## config.mk

```make
export PLATFORM = sky130hd
export DESIGN_NAME = pmi_mode_irq_ctrl
export DESIGN_NICKNAME = d
export VERILOG_FILES = /design/src/verilog/pmi_pkg.sv /design/src/verilog/pmi_i2c_slave.sv /design/src/verilog/pmi_mode_irq_ctrl.sv
export SDC_FILE = /design/constraint.sdc
export NUM_CORES = 1
export LEC_CHECK = 0
export ABC_AREA = 0
export BUFFER_PORTS_ARGS = -buffer_cell sky130_fd_sc_hd__buf_2
export CAP_MARGIN = 10
export CORE_MARGIN = 4
export CORE_UTILIZATION = 57
export DETAILED_ROUTE_END_ITERATION = 8
export PLACE_DENSITY = 0.76
export SYNTH_ARGS = -nofsm -noshare
export SYNTH_HDL_FRONTEND = slang
export SYNTH_SLANG_ARGS = --single-unit
```

## constraint.sdc

```tcl
create_clock -name clock -period 4.1 [get_ports clock]
set_clock_uncertainty 0.1 [all_clocks]
set_input_delay 0.41 -clock clock [delete_from_list [all_inputs] [get_ports clock]]
set_output_delay 0.41 -clock clock [all_outputs]
set_load 0.005 [all_outputs]
```

## src/verilog/pmi_pkg.sv

```systemverilog
// Shared constants, types and register map of the mode and interrupt control block
package pmi_pkg;

    // Register offsets, as seen over the two-wire host port
    localparam logic [7:0] PMI_ADDR_SUPPLY_STATUS = 8'h02;
    localparam logic [7:0] PMI_ADDR_IRQ_MASK_A = 8'h03;
    localparam logic [7:0] PMI_ADDR_IRQ_MASK_B = 8'h04;
    localparam logic [7:0] PMI_ADDR_IRQ_CAUSE_A = 8'h05;
    localparam logic [7:0] PMI_ADDR_IRQ_CAUSE_B = 8'h06;
    localparam logic [7:0] PMI_ADDR_FAULT_MASK = 8'h07;
    localparam logic [7:0] PMI_ADDR_MODE_CTRL = 8'h08;

    // Mode control field positions
    localparam int PMI_MODE_STANDBY_BIT = 7;
    localparam int PMI_MODE_SLEEP_BIT = 6;
    localparam int PMI_MODE_LFOSC_BIT = 3;
    localparam int PMI_MODE_DFLT_N_BIT = 1;
    localparam int PMI_MODE_SOFTRST_BIT = 0;
    // Bits that exist in mode control; the others read as zero
    localparam logic [7:0] PMI_MODE_CTRL_USED = 8'hCB;

    // Second cause group field positions
    localparam int PMI_CB_ADC_BIT = 7;
    localparam int PMI_CB_ANLG1_BIT = 6;
    localparam int PMI_CB_GPIO2_BIT = 5;
    localparam int PMI_CB_GPIO1_BIT = 4;
    localparam int PMI_CB_THERM_BIT = 3;
    localparam int PMI_CB_CHG_BIT = 2;
    localparam int PMI_CB_ADC_HI_BIT = 1;
    localparam int PMI_CB_ADC_LO_BIT = 0;

    // Power-up values
    localparam logic [7:0] PMI_FAULT_MASK_RST = 8'hFF;
    localparam logic [7:0] PMI_IRQ_MASK_RST = 8'hFF;
    localparam logic [7:0] PMI_MODE_CTRL_RST = 8'h00;
    localparam logic [7:0] PMI_CAUSE_RST = 8'h00;

    // Default slave address on the host port
    localparam logic [6:0] PMI_I2C_DEV_ADDR = 7'h48;

    typedef struct packed {
        logic valid;
        logic [7:0] addr;
        logic [7:0] data;
    } pmi_wr_s;

    typedef struct packed {
        logic ext_supply;
        logic charger;
        logic battery;
        logic thermal;
        logic adc_done;
        logic anlg1_open;
        logic adc_hi;
        logic adc_lo;
    } pmi_misc_s;

    typedef enum logic [3:0] {
        PMI_I2C_IDLE,
        PMI_I2C_ADDR,
        PMI_I2C_ADDR_ACK,
        PMI_I2C_REG,
        PMI_I2C_REG_ACK,
        PMI_I2C_WDATA,
        PMI_I2C_WDATA_ACK,
        PMI_I2C_RDATA,
        PMI_I2C_RDATA_ACK
    } pmi_i2c_state_e;

endpackage

```

## src/verilog/pmi_i2c_slave.sv

```systemverilog
// Two-wire register port slave with auto-incrementing register pointer
`timescale 1ns/1ps
module pmi_i2c_slave import pmi_pkg::*; #(
    parameter logic [6:0] DEV_ADDR = PMI_I2C_DEV_ADDR
) (
    input wire logic clock,            // System clock
    input wire logic rst,              // Async reset, active high
    input wire logic run,              // Low holds the engine idle
    input wire logic scl,              // Serial clock level
    input wire logic sda_in,           // Serial data level
    output logic sda_oe,               // High pulls the data line low
    output logic [7:0] rd_addr,        // Register pointer for reads
    input wire logic [7:0] rd_data,    // Read value at rd_addr
    output pmi_wr_s wr                 // One-cycle register write
);
    pmi_i2c_state_e state_q;
    logic scl_q, sda_q, done_q, nack_q;
    logic [2:0] cnt_q;
    logic [7:0] sh_q, ptr_q;
    logic start, stop, rise, fall;

    assign start = scl_q & scl & sda_q & ~sda_in;
    assign stop = scl_q & scl & ~sda_q & sda_in;
    assign rise = ~scl_q & scl;
    assign fall = scl_q & ~scl;
    assign rd_addr = ptr_q;

    always_comb begin
        unique case (state_q)
            PMI_I2C_ADDR_ACK, PMI_I2C_REG_ACK, PMI_I2C_WDATA_ACK: sda_oe = 1'b1;
            PMI_I2C_RDATA: sda_oe = ~sh_q[7];
            default: sda_oe = 1'b0;
        endcase
    end

    always_ff @(posedge clock or posedge rst) begin
        if (rst) begin
            scl_q <= 1'b1;
            sda_q <= 1'b1;
        end else begin
            scl_q <= scl;
            sda_q <= sda_in;
        end
    end

    always_ff @(posedge clock or posedge rst) begin
        if (rst) begin
            state_q <= PMI_I2C_IDLE;
            cnt_q <= 3'h0;
            sh_q <= 8'h00;
            ptr_q <= 8'h00;
            done_q <= 1'b0;
            nack_q <= 1'b0;
            wr <= '0;
        end else begin
            wr.valid <= 1'b0;
            if (!run || stop) begin
                state_q <= PMI_I2C_IDLE;
            end else if (start) begin
                state_q <= PMI_I2C_ADDR;
                cnt_q <= 3'h0;
                done_q <= 1'b0;
            end else begin
                unique case (state_q)
                    PMI_I2C_IDLE: ;
                    PMI_I2C_ADDR, PMI_I2C_REG, PMI_I2C_WDATA: begin
                        if (rise) begin
                            sh_q <= {sh_q[6:0], sda_in};
                            cnt_q <= cnt_q + 3'h1;
                            done_q <= (cnt_q == 3'h7);
                        end else if (fall && done_q) begin
                            done_q <= 1'b0;
                            if (state_q == PMI_I2C_ADDR) begin
                                state_q <= (sh_q[7:1] == DEV_ADDR) ? PMI_I2C_ADDR_ACK
                                                                  : PMI_I2C_IDLE;
                            end else if (state_q == PMI_I2C_REG) begin
                                state_q <= PMI_I2C_REG_ACK;
                                ptr_q <= sh_q;
                            end else begin
                                state_q <= PMI_I2C_WDATA_ACK;
                                wr.valid <= 1'b1;
                                wr.addr <= ptr_q;
                                wr.data <= sh_q;
                                ptr_q <= ptr_q + 8'h01;
                            end
                        end
                    end
                    PMI_I2C_ADDR_ACK: begin
                        if (fall) begin
                            if (sh_q[0]) begin
                                state_q <= PMI_I2C_RDATA;
                                sh_q <= rd_data;
                                ptr_q <= ptr_q + 8'h01;
                            end else begin
                                state_q <= PMI_I2C_REG;
                            end
                        end
                    end
                    PMI_I2C_REG_ACK, PMI_I2C_WDATA_ACK: begin
                        if (fall) begin
                            state_q <= PMI_I2C_WDATA;
                        end
                    end
                    PMI_I2C_RDATA: begin
                        if (fall) begin
                            sh_q <= {sh_q[6:0], 1'b1};
                            cnt_q <= cnt_q + 3'h1;
                            if (cnt_q == 3'h7) begin
                                state_q <= PMI_I2C_RDATA_ACK;
                            end
                        end
                    end
                    PMI_I2C_RDATA_ACK: begin
                        if (rise) begin
                            nack_q <= sda_in;
                        end else if (fall) begin
                            if (nack_q) begin
                                state_q <= PMI_I2C_IDLE;
                            end else begin
                                state_q <= PMI_I2C_RDATA;
                                sh_q <= rd_data;
                                ptr_q <= ptr_q + 8'h01;
                            end
                        end
                    end
                endcase
            end
        end
    end

endmodule // pmi_i2c_slave

```

## src/verilog/pmi_mode_irq_ctrl.sv

```systemverilog
// Mode requests, supply fault masking and latched interrupt controller
//
// Summary of operation
// - Defaults reload clears the defaults-loaded flag.
// - Supply status register, bit set means fault.
// - Fault mask bit one excludes that supply.
// - Unmasked supply status change signals fault event.
// - Monitor supply, charger, battery, thermal, converter sources.
// - Input-configured general pins interrupt on edges.
// - Interrupt masks block masked sources entirely.
// - Set cause bits first, then pull line low.
// - While line low, causes frozen, changes ignored.
// - Host writes zero to cause, line releases.
// - Abandoned host transfer keeps line low.
// - Supply faults raised regardless of interrupt line.
// - Ignore sources, release line during system reset.
// - Fault mask powers up fully masked.
// - Hardware or software reset keeps register contents.
`timescale 1ns/1ps
module pmi_mode_irq_ctrl import pmi_pkg::*; #(
    parameter logic [6:0] DEV_ADDR = PMI_I2C_DEV_ADDR
) (
    input wire logic clock,                   // System clock, 125 MHz
    input wire logic rst,                     // Power-on reset, async, active high
    input wire logic system_reset_out_n,      // System reset output level, low in reset
    input wire logic scl,                     // Host serial clock
    input wire logic sda_in,                  // Host serial data, line level
    output logic sda_out,                     // Serial data drive value
    output logic sda_oe,                      // Serial data pull-low enable
    output logic irq_n_out,                   // Interrupt line drive value
    output logic irq_n_oe,                    // Interrupt line pull-low enable
    input wire logic [7:0] supply_fault,      // Per-supply out-of-regulation levels
    input wire pmi_misc_s misc_status,        // Other monitored status levels
    input wire logic [1:0] gpio_in,           // General pin levels
    input wire logic [1:0] gpio_is_input,     // General pin configured as input
    output logic soft_reset_req,              // Reset mode request pulse
    output logic sleep_req,                   // Sleep mode request pulse
    output logic buck_standby_request,        // Both bucks to standby
    output logic led_boost_low_freq_osc,      // LED boost oscillator select
    output logic supply_fault_evt             // Supply fault event pulse
);

    function automatic logic [7:0] toggled(input logic [7:0] now, input logic [7:0] was);
        toggled = now ^ was;
    endfunction

    pmi_wr_s wr;
    logic [7:0] rd_addr, rd_data;
    logic [7:0] status_q, status_prev_q;
    logic [7:0] fault_mask_q, irq_mask_a_q, irq_mask_b_q;
    logic [7:0] cause_a_q, cause_b_q;
    logic [7:0] mode_q;
    logic [7:0] misc_now, misc_prev_q;
    logic [1:0] gpio_prev_q;
    logic [7:0] chg_a, chg_b, hit_a, hit_b;
    logic fault_evt, irq_low_q, irq_idle;
    logic wr_mode, wr_fault_mask;

    pmi_i2c_slave #(
        .DEV_ADDR(DEV_ADDR)
    ) u_host_port (
        .clock(clock),
        .rst(rst),
        .run(system_reset_out_n),
        .scl(scl),
        .sda_in(sda_in),
        .sda_oe(sda_oe),
        .rd_addr(rd_addr),
        .rd_data(rd_data),
        .wr(wr)
    );

    assign sda_out = 1'b0;
    assign wr_mode = wr.valid && (wr.addr == PMI_ADDR_MODE_CTRL);
    assign wr_fault_mask = wr.valid && (wr.addr == PMI_ADDR_FAULT_MASK);

    // Unmapped offsets read as zero
    always_comb begin
        unique case (rd_addr)
            PMI_ADDR_SUPPLY_STATUS: rd_data = status_q;
            PMI_ADDR_IRQ_MASK_A: rd_data = irq_mask_a_q;
            PMI_ADDR_IRQ_MASK_B: rd_data = irq_mask_b_q;
            PMI_ADDR_IRQ_CAUSE_A: rd_data = cause_a_q;
            PMI_ADDR_IRQ_CAUSE_B: rd_data = cause_b_q;
            PMI_ADDR_FAULT_MASK: rd_data = fault_mask_q;
            PMI_ADDR_MODE_CTRL: rd_data = mode_q & PMI_MODE_CTRL_USED;
            default: rd_data = 8'h00;
        endcase
    end

    always_ff @(posedge clock or posedge rst) begin
        if (rst) begin
            status_q <= 8'h00;
            status_prev_q <= 8'h00;
        end else begin
            status_q <= supply_fault;
            status_prev_q <= status_q;
        end
    end

    // toggle of an unmasked status bit
    // independent of the interrupt line
    // Comparators are blanked while the system reset output is low
    assign fault_evt = system_reset_out_n &&
        |(toggled(status_q, status_prev_q) & ~fault_mask_q);

    always_ff @(posedge clock or posedge rst) begin
        if (rst) begin
            supply_fault_evt <= 1'b0;
        end else begin
            supply_fault_evt <= fault_evt;
        end
    end

    // only power-on reset touches the registers
    always_ff @(posedge clock or posedge rst) begin
        if (rst) begin
            fault_mask_q <= PMI_FAULT_MASK_RST;
        end else if (wr_fault_mask) begin
            fault_mask_q <= wr.data;
        end
    end

    always_ff @(posedge clock or posedge rst) begin
        if (rst) begin
            irq_mask_a_q <= PMI_IRQ_MASK_RST;
            irq_mask_b_q <= PMI_IRQ_MASK_RST;
        end else if (wr.valid) begin
            if (wr.addr == PMI_ADDR_IRQ_MASK_A) begin
                irq_mask_a_q <= wr.data;
            end
            if (wr.addr == PMI_ADDR_IRQ_MASK_B) begin
                irq_mask_b_q <= wr.data;
            end
        end
    end

    // Mode control register
    always_ff @(posedge clock or posedge rst) begin
        if (rst) begin
            mode_q <= PMI_MODE_CTRL_RST;
        end else begin
            if (wr_mode) begin
                mode_q <= wr.data & PMI_MODE_CTRL_USED;
            end else begin
                mode_q[PMI_MODE_SOFTRST_BIT] <= 1'b0;
                mode_q[PMI_MODE_SLEEP_BIT] <= 1'b0;
            end
            // defaults reload on supply fault wins over a host write
            if (fault_evt) begin
                mode_q[PMI_MODE_DFLT_N_BIT] <= 1'b0;
            end
        end
    end

    always_ff @(posedge clock or posedge rst) begin
        if (rst) begin
            soft_reset_req <= 1'b0;
            sleep_req <= 1'b0;
        end else begin
            soft_reset_req <= wr_mode && wr.data[PMI_MODE_SOFTRST_BIT];
            sleep_req <= wr_mode && wr.data[PMI_MODE_SLEEP_BIT];
        end
    end

    assign buck_standby_request = mode_q[PMI_MODE_STANDBY_BIT];
    assign led_boost_low_freq_osc = mode_q[PMI_MODE_LFOSC_BIT];

    // second group source levels; supply, charger and battery share one cause
    always_comb begin
        misc_now = 8'h00;
        misc_now[PMI_CB_ADC_BIT] = misc_status.adc_done;
        misc_now[PMI_CB_ANLG1_BIT] = misc_status.anlg1_open;
        misc_now[PMI_CB_THERM_BIT] = misc_status.thermal;
        misc_now[PMI_CB_ADC_HI_BIT] = misc_status.adc_hi;
        misc_now[PMI_CB_ADC_LO_BIT] = misc_status.adc_lo;
    end

    // Change detection; the history keeps running while an interrupt is pending,
    // so a change during that time is not replayed afterwards, except thermal, whose history bit holds the supply, charger and battery parity
    always_ff @(posedge clock or posedge rst) begin
        if (rst) begin
            misc_prev_q <= 8'h00;
            gpio_prev_q <= 2'h0;
        end else begin
            misc_prev_q <= {misc_now[7:4], misc_status.ext_supply ^ misc_status.charger ^
                            misc_status.battery, misc_now[2:0]} & 8'hCF;
            misc_prev_q[PMI_CB_CHG_BIT] <= misc_status.ext_supply ^ misc_status.charger ^
                                           misc_status.battery;
            gpio_prev_q <= gpio_in;
        end
    end

    // every monitored source feeds a cause bit
    // either edge on an input-configured pin
    always_comb begin
        chg_a = toggled(status_q, status_prev_q);
        chg_b = toggled(misc_now, misc_prev_q & 8'hCB);
        chg_b[PMI_CB_CHG_BIT] = (misc_status.ext_supply ^ misc_status.charger ^
                                 misc_status.battery) != misc_prev_q[PMI_CB_CHG_BIT];
        chg_b[PMI_CB_GPIO1_BIT] = gpio_is_input[0] && (gpio_in[0] != gpio_prev_q[0]);
        chg_b[PMI_CB_GPIO2_BIT] = gpio_is_input[1] && (gpio_in[1] != gpio_prev_q[1]);
    end

    // masked sources never reach the causes
    assign hit_a = chg_a & ~irq_mask_a_q;
    assign hit_b = chg_b & ~irq_mask_b_q;

    // capture only while the line is released and no cause stands
    // sources ignored while the system reset output is low
    assign irq_idle = !irq_low_q && (cause_a_q == 8'h00) && (cause_b_q == 8'h00) &&
                      system_reset_out_n;

    always_ff @(posedge clock or posedge rst) begin
        if (rst) begin
            cause_a_q <= PMI_CAUSE_RST;
            cause_b_q <= PMI_CAUSE_RST;
        end else if (irq_idle) begin
            // causes are set before the line falls
            cause_a_q <= hit_a;
            cause_b_q <= hit_b;
        end else if (wr.valid) begin
            // writing one leaves the bit as it is
            if (wr.addr == PMI_ADDR_IRQ_CAUSE_A) begin
                cause_a_q <= cause_a_q & wr.data;
            end
            if (wr.addr == PMI_ADDR_IRQ_CAUSE_B) begin
                cause_b_q <= cause_b_q & wr.data;
            end
        end
    end

    // line falls one cycle after the causes are set
    // line rises one cycle after the last cause is cleared
    // no timeout, only acknowledge or a low system reset output releases it
    always_ff @(posedge clock or posedge rst) begin
        if (rst) begin
            irq_low_q <= 1'b0;
        end else begin
            irq_low_q <= (cause_a_q != 8'h00) || (cause_b_q != 8'h00);
        end
    end

    // line released while the system reset output is low
    always_ff @(posedge clock or posedge rst) begin
        if (rst) begin
            irq_n_oe <= 1'b0;
        end else begin
            irq_n_oe <= system_reset_out_n &&
                        ((cause_a_q != 8'h00) || (cause_b_q != 8'h00));
        end
    end

    assign irq_n_out = 1'b0;

endmodule // pmi_mode_irq_ctrl

```

==> impl_metrics.csv, run 1 <==
group,metric,value,unit
run_status,status,"finished, violations left",
run_status,violations,"hold timing",
pwr,power_density,444,mW/mm^2
sta,hold_violations,3,
sta,drv_slew,0,
critical_path,start_kind,"register",
critical_path,crit_family,"simple AND/OR/NAND/NOR gates",
sta,fmax,359,MHz
pwr,p_leak,2.71,nW
hold_path,hold_path.class,"input port to async pin",
cts,post_cts_buffers,0,
route,wl,13600,um
sta,tightest_slew,1.18,ns
logic_synthesis,ys_async_sr_fraction,1.00,
finish,area.growth.synth_to_final,18.2,%
floorplan,die-area,0.0115,mm^2
finish,top_register,"u_host_port.wr",
sta,rsz0062_at_grt,"false",
pwr,ir_drop,0.000494,V
cts,clock-sinks,115,
logic_synthesis,synth_area_leaders,"dfrtp_1 (40%), dfstp_2 (12%), mux2_2 (9.3%)",
global_routing,grt_pass1_vias,4300,
place,pre_cts_ws,1.39,ns
logic_synthesis,synth_cells,497,
logic_synthesis,yosys.area.top_type_share,0.398,
place,dpl.hpwl,9040,um
critical_path,crit_required,4.41,ns
logic_synthesis,synth_edf_count,0,
cts,ctsHtreeMaxLevel,4,
sta,min_period,2.79,ns
critical_path,setup.worst_path.end_class,"register",
floorplan,ios,34,
critical_path,critPathSlowestCell,"dfrtp_1",
global_routing,overflow,0,
floorplan,core,0.00942,mm^2
place,port_buffers,31,
route,ant_nets,0,
finish,final_nets,574,
floorplan,initial_core_util,0.594,
cts,clock_path_buffers,2,
finish,n_antenna_cell,0,
logic_synthesis,synthDistinctLibCells,68,
sta,setup_viol,0,
global_routing,grt_max_degree,78,
finish,largest_reg_flops,17,
logic_synthesis,ys_ff_latch,115,
global_routing,antenna_found_initial,0,
critical_path,path_buf_inv,0,
cts,cts-root-buf,"clkbuf_8",
finish,drive_above_1_share,0.279,
sta,period_share,0.680,
place,place_congestion,0.889,
critical_path,max_stage_delay,0.71,ns
critical_path,cp_data_arrival_time,3.10,ns
route,drc_errors,0,
cts,cts_tree,"yes",
cts,numCtsBuffers,17,
sta,fin_tns_setup,0,ns
sta,finalWorstSetupSlack,1.31,ns
route,post_drt_wl_per_cell,19.8,um
critical_path,crit_path_cell_trace,"or4b_4 -> nand2b_1 -> a211oi_2 -> and2_1 -> mux2_2",
logic_synthesis,yosys.area.top_type,"dfrtp_1",
global_routing,grt_pass1_wl,22600,um
critical_path,critPathKind,"register to register",
floorplan,die_h,107,um
critical_path,cp_max_fo,19,
sta,relSlewSlack,0.207,
logic_synthesis,synthFlopType,"dfrtp_1",
sta,hold_ws,-0.00543,ns
global_routing,grt_usage,0.256,
route,via_per_inst,6.39,
finish,design_area,0.00661,mm^2
logic_synthesis,syn-cell-area,0.00560,mm^2
route,drt_first_pass_iters,5,
floorplan,die_w,107,um
finish,mostFrequentLayoutCells,"dfrtp_1 (89), mux2_2 (46), nand2_1 (43)",
pwr,power,2.94,mW
cts,clk_pin_slew_worst_paths,0.06,ns
place,dpl_cell_area,0.00582,mm^2
logic_synthesis,ys_seq_area_frac,0.520,
floorplan,rows,35,
flow_run,maxCapViolCount,0,
finish,final_common_cell,"dfrtp_1",
logic_synthesis,postSynthAreaPerCell,11.3,um^2
cts,clk_latency,0.53,ns
route,via_count,4376,
route,dr.first_iter.drc_count,275,
logic_synthesis,yosys_warnings,0,
[final timing paths]
| check | from | cells after the start | endpoint | slack, ns |
|---|---|---|---|---|
| max in group asynchronous | rst | 3 | irq_mask_a_q[5] | 3.02 |
| max | u_host_port.state_q[3] | 5 | u_host_port.sh_q[3] | 1.31 |
| min in group clock | gpio_is_input[0] | 3 | cause_b_q[4] | 0.05 |
| min reg2reg | status_q[1] | 0 | status_prev_q[1] | 0.34 |
| max reg2reg | u_host_port.state_q[3] | 5 | u_host_port.sh_q[3] | 1.31 |
| min | rst | 2 | misc_prev_q[0] | -0.005 |
[per-stage QoR]
step / hold WS, ns / std cells / util
after floorplan: 0.293 / 498 / -
after global placement: 0.327 / 636 / 0.619
after detailed placement: 0.328 / 636 / 0.619
after CTS: 0.0197 / 685 / 0.702
after global routing: 0.0538 / 685 / 0.702
final: -0.00543 / 685 / 0.702
[report_power, final]
part	internal, mW	switching [mW]	leakage [nW]
sequential	1.18	0.0490	1.34
combinational	0.0807	0.0922	1.08
clock	1.00	0.531	0.287
[Yosys cell counts, types with 9 or more instances]
master	n
a21oi_1	15
a22oi_1	17
clkbuf_1	15
dfrtp_1	89
dfstp_2	26
inv_1	11
mux2_2	46
nand2_1	43
nand3_1	13
nor2_1	17
o21ai_0	40
o22ai_1	9
o31ai_1	15
xnor2_1	17
[cells by family (layout without fill, tap and decap cells)]
logic type / count (synthesis) / count (layout) / synth area share
simple gates: 132 / 132 / 0.138
xor+xnor: 20 / 20 / 0.0313
buf+inv: 35 / 93 / 0.0284
mux: 52 / 52 / 0.104
fa+ha+maj: 6 / 6 / 0.0134
flops: 115 / 115 / 0.520
compound gates: 136 / 136 / 0.164
other cells: 1 / 2 / 0.000670
[layout make-up]
| type | count | area (um^2) |
|---|---|---|
| Clock inverter | 12 | 181 |
| Timing Repair Buffer | 50 | 340 |
| Tap cell | 129 | 161 |
| Sequential cell | 115 | 2910 |
| Multi-Input combinational cell | 348 | 2540 |
| Clock buffer | 20 | 435 |
| Fill cell | 669 | 2800 |
| Inverter | 11 | 43.8 |
[routing by layer]
metal,track usage,up-vias,wire [um]
met5,0,-,0
met4,0.0986,0,325
met3,0.0638,33,786
met2,0.400,166,6520
met1,0.346,2244,5940
li1,-,1933,-
[repair_timing]
item	4_1_cts	5_1_grt
hold endpoints to repair	17	0
hold buffers	17	0
gates resized for setup	0	0
[worst reg2reg max path: stages, from the launching register on]
cell	delay, ns
dfrtp_1	0.71
or4b_4	0.57
nand2b_1	0.18
a211oi_2	0.35
and2_1	0.37
mux2_2	0.39
Power figures use the tool's default switching activity.
==> inputs of run 2 (changes only) <==
Settings changed: ABC_AREA 0 to 1.
Clock period 4.1 ns to 2.7 ns, I/O delays scaled along.
==> run 2 against run 1 <==
  * The flow now finishes without violations
  * Flip-flop and latch count did not move
  * Sequential share of layout area fell by 2.7 points
  * Wire length rose by 10%
  * Non-clock buffer count rose by 7
  * Combinational power rose to 8.8 times the previous value
  * Utilization fell by 1.4 points
==> impl_metrics.csv, run 2 <==
group,metric,value,unit
route,dr.first_iter.drc_count,410,
critical_path,max_stage_delay,0.47,ns
place,place_congestion,0.945,
critical_path,crit_required,3.07,ns
cts,clk_latency,0.54,ns
global_routing,overflow,0,
critical_path,path_buf_inv,1,
place,port_buffers,31,
route,drt_first_pass_iters,6,
sta,drv_slew,0,
global_routing,grt_pass1_wl,24200,um
finish,n_antenna_cell,0,
sta,tightest_slew,0.638,ns
finish,final_cells,942,
floorplan,core,0.0102,mm^2
finish,drive_above_1_share,0.196,
critical_path,crit_path_cell_trace,"or2_1 -> nor4_4 -> nand3_2 -> inv_2 -> nand3_1 -> nand2_1",
global_routing,grt_usage,0.264,
floorplan,ios,34,
finish,final_nets,824,
cts,post_cts_buffers,0,
floorplan,die_h,110,um
critical_path,cp_max_fo,25,
pwr,clkPwrFrac,0.369,
cts,ctsHtreeMaxLevel,4,
finish,top_register,"u_host_port.wr",
sta,fmax,474,MHz
logic_synthesis,synth_edf_count,0,
pwr,netSwitchingPower,2.11,mW
logic_synthesis,synthDistinctLibCells,43,
logic_synthesis,yosys.area.top_type_share,0.374,
finish,final_util,0.688,
pwr,p_leak,3.42,nW
cts,clock_path_buffers,2,
pwr,power,5.83,mW
logic_synthesis,yosys_warnings,0,
logic_synthesis,postSynthAreaPerCell,8.15,um^2
critical_path,critPathSlowestCell,"nand3_2",
logic_synthesis,synth_area_leaders,"dfrtp_1 (37%), nand2_1 (14%), dfstp_2 (11%)",
logic_synthesis,synthTopCellsByCount,"nand2_1 (215), dfrtp_1 (89), inv_1 (65)",
route,via_count,5169,
place,pre_cts_ws,0.639,ns
pwr,comb_power_share,0.262,
logic_synthesis,synth_top_family_by_area,"simple AND/OR/NAND/NOR gates",
critical_path,critPathKind,"register to register",
cts,clock-sinks,115,
critical_path,cp_data_arrival_time,2.48,ns
logic_synthesis,synth_cells,731,
sta,min_period,2.11,ns
sta,relSlewSlack,0.574,
critical_path,start_kind,"register",
logic_synthesis,synthFlopType,"dfrtp_1",
floorplan,initial_core_util,0.582,
sta,finalWorstSetupSlack,0.592,ns
global_routing,grt_max_degree,93,
finish,area.growth.synth_to_final,18.2,%
logic_synthesis,synth_compound_area_frac,0.104,
logic_synthesis,synth_adder_area_share,0.0126,
logic_synthesis,yosysMostFrequentCell,"nand2_1",
global_routing,antenna_found_initial,0,
sta,fin_tns_setup,0,ns
floorplan,die-area,0.0122,mm^2
cts,cts_tree,"yes",
logic_synthesis,yosys.area.top_type,"dfrtp_1",
logic_synthesis,yosys.area_share.simple,0.310,
floorplan,die_w,110,um
sta,period_share,0.781,
critical_path,setup.worst_path.end_class,"register",
finish,multi_input_area,0.00269,mm^2
logic_synthesis,muxShareOfSynthArea,0.00336,
logic_synthesis,synth-xor-area-share,0.0206,
flow_run,maxCapViolCount,0,
finish,mostFrequentLayoutCells,"nand2_1 (215), dfrtp_1 (89), inv_1 (64)",
cts,clk_pin_slew_worst_paths,0.06,ns
floorplan,rows,37,
finish,largest_reg_flops,17,
cts,cts-root-buf,"clkbuf_8",
critical_path,crit_family,"simple AND/OR/NAND/NOR gates",
route,via_per_inst,5.49,
finish,regArea,0.00291,mm^2
cts,numCtsBuffers,17,
logic_synthesis,ys_seq_area_frac,0.488,
pwr,p_int,3.72,mW
pwr,ir_drop,0.000574,V
route,drc_errors,0,
place,dpl.hpwl,10400,um
hold_path,hold_path.class,"input port to register",
cts,postCtsResizedCells,0,
sta,rsz0062_at_grt,"false",
logic_synthesis,ys_ff_latch,115,
finish,final_common_cell,"nand2_1",
route,ant_nets,0,
sta,setup_viol,0,
logic_synthesis,ys_async_sr_fraction,1.00,
place,dp.cells,888,
route,wl,14900,um
pwr,power_density,828,mW/mm^2
finish,n_fill_cell,787,
run_status,status,"completed",
route,post_drt_wl_per_cell,15.8,um
global_routing,grt_pass1_vias,5044,
pwr,swShare,0.362,
logic_synthesis,syn-cell-area,0.00596,mm^2
sta,hold_violations,0,
pwr,seqPwrFrac,0.368,
-- run 2: cell types whose count changed after synthesis, sizes merged, moves of 10 or more --
cell | before | now
nand2 | 43 | 230
o21ai | 41 | 57
inv | 11 | 73
nor2 | 18 | 73
xnor2 | 17 | 3
nand3 | 13 | 65
or2 | 1 | 11
a21oi | 15 | 27
o211ai | 2 | 16
mux2 | 47 | 0
a22oi | 17 | 0
clkbuf | 15 | 5
o31ai | 15 | 0
-- run 2: cells by family (layout without fill, tap and decap cells) --
| family | count (synthesis) | in the layout |
|---|---|---|
| DFF | 115 | 115 |
| xor gates and xnor gates | 14 | 14 |
| other | 1 | 2 |
| and+or+nand+nor | 396 | 396 |
| muxes | 2 | 2 |
| AOI/OAI and AO/OA | 108 | 108 |
| adders and majority gates | 6 | 6 |
| buffers and inverters | 89 | 163 |
-- run 2: layer usage --
metal  part of all wire  GRT usage
met1               0.42      0.324
met4              0.027      0.120
met3              0.061     0.0699
met5                  0          0
met2               0.50      0.436
-- run 2: final cells by class --
type | count | area share
Tap cell | 136 | 0.0242
Multi-Input combinational cell | 528 | 0.382
Clock inverter | 15 | 0.0224
Sequential cell | 115 | 0.413
Clock buffer | 17 | 0.0588
Timing Repair Buffer | 57 | 0.0594
Inverter | 74 | 0.0400
-- run 2: power by group through the flow --
stage          sequential [mW]  clock [mW]  combinational (mW)
6_report                  2.15        2.15                1.53
5_1_grt                   2.17        2.26                1.72
4_1_cts                   2.14        2.17                1.52
3_5_place_dp              2.16           0                1.47
3_3_place_gp              2.16           0                1.44
2_1_floorplan             2.09           0                1.19
-- run 2: worst min-delay path, cell delays in order --
cell	delay (ns)
buf_2	0.08
xnor2_1	0.12
xor2_1	0.09
inv_1	0.06
-- run 2: path summary, 6_finish.rpt --
path	slack [ns]	startpoint	endpoint	cells past startpoint
max reg2reg	0.59	cause_b_q[3]	cause_b_q[0]	6
max	0.59	cause_b_q[3]	cause_b_q[0]	6
min in group asynchronous	0.24	rst	u_host_port.wr[13]	3
min reg2reg	0.32	status_q[0]	status_prev_q[0]	0
max in group asynchronous	1.41	rst	irq_mask_b_q[6]	4
min	0.03	misc_status[7]	misc_prev_q[3]	4
-- run 2: repair_timing --
item                       4_1_cts  5_1_grt
hold buffers                    22        0
hold endpoints to repair        47        0
setup endpoints to repair        0        0
-- run 2: stage by stage --
| step | instance area, um^2 | hold WS [ns] |
|---|---|---|
| 3_5_place_dp | 6250 | 0.261 |
| 6_report | 7040 | 0.0255 |
| 2_1_floorplan | 5970 | 0.174 |
| 4_1_cts | 7040 | 0.0125 |
| 3_3_place_gp | 6250 | 0.246 |
| 5_1_grt | 7040 | 0.0250 |
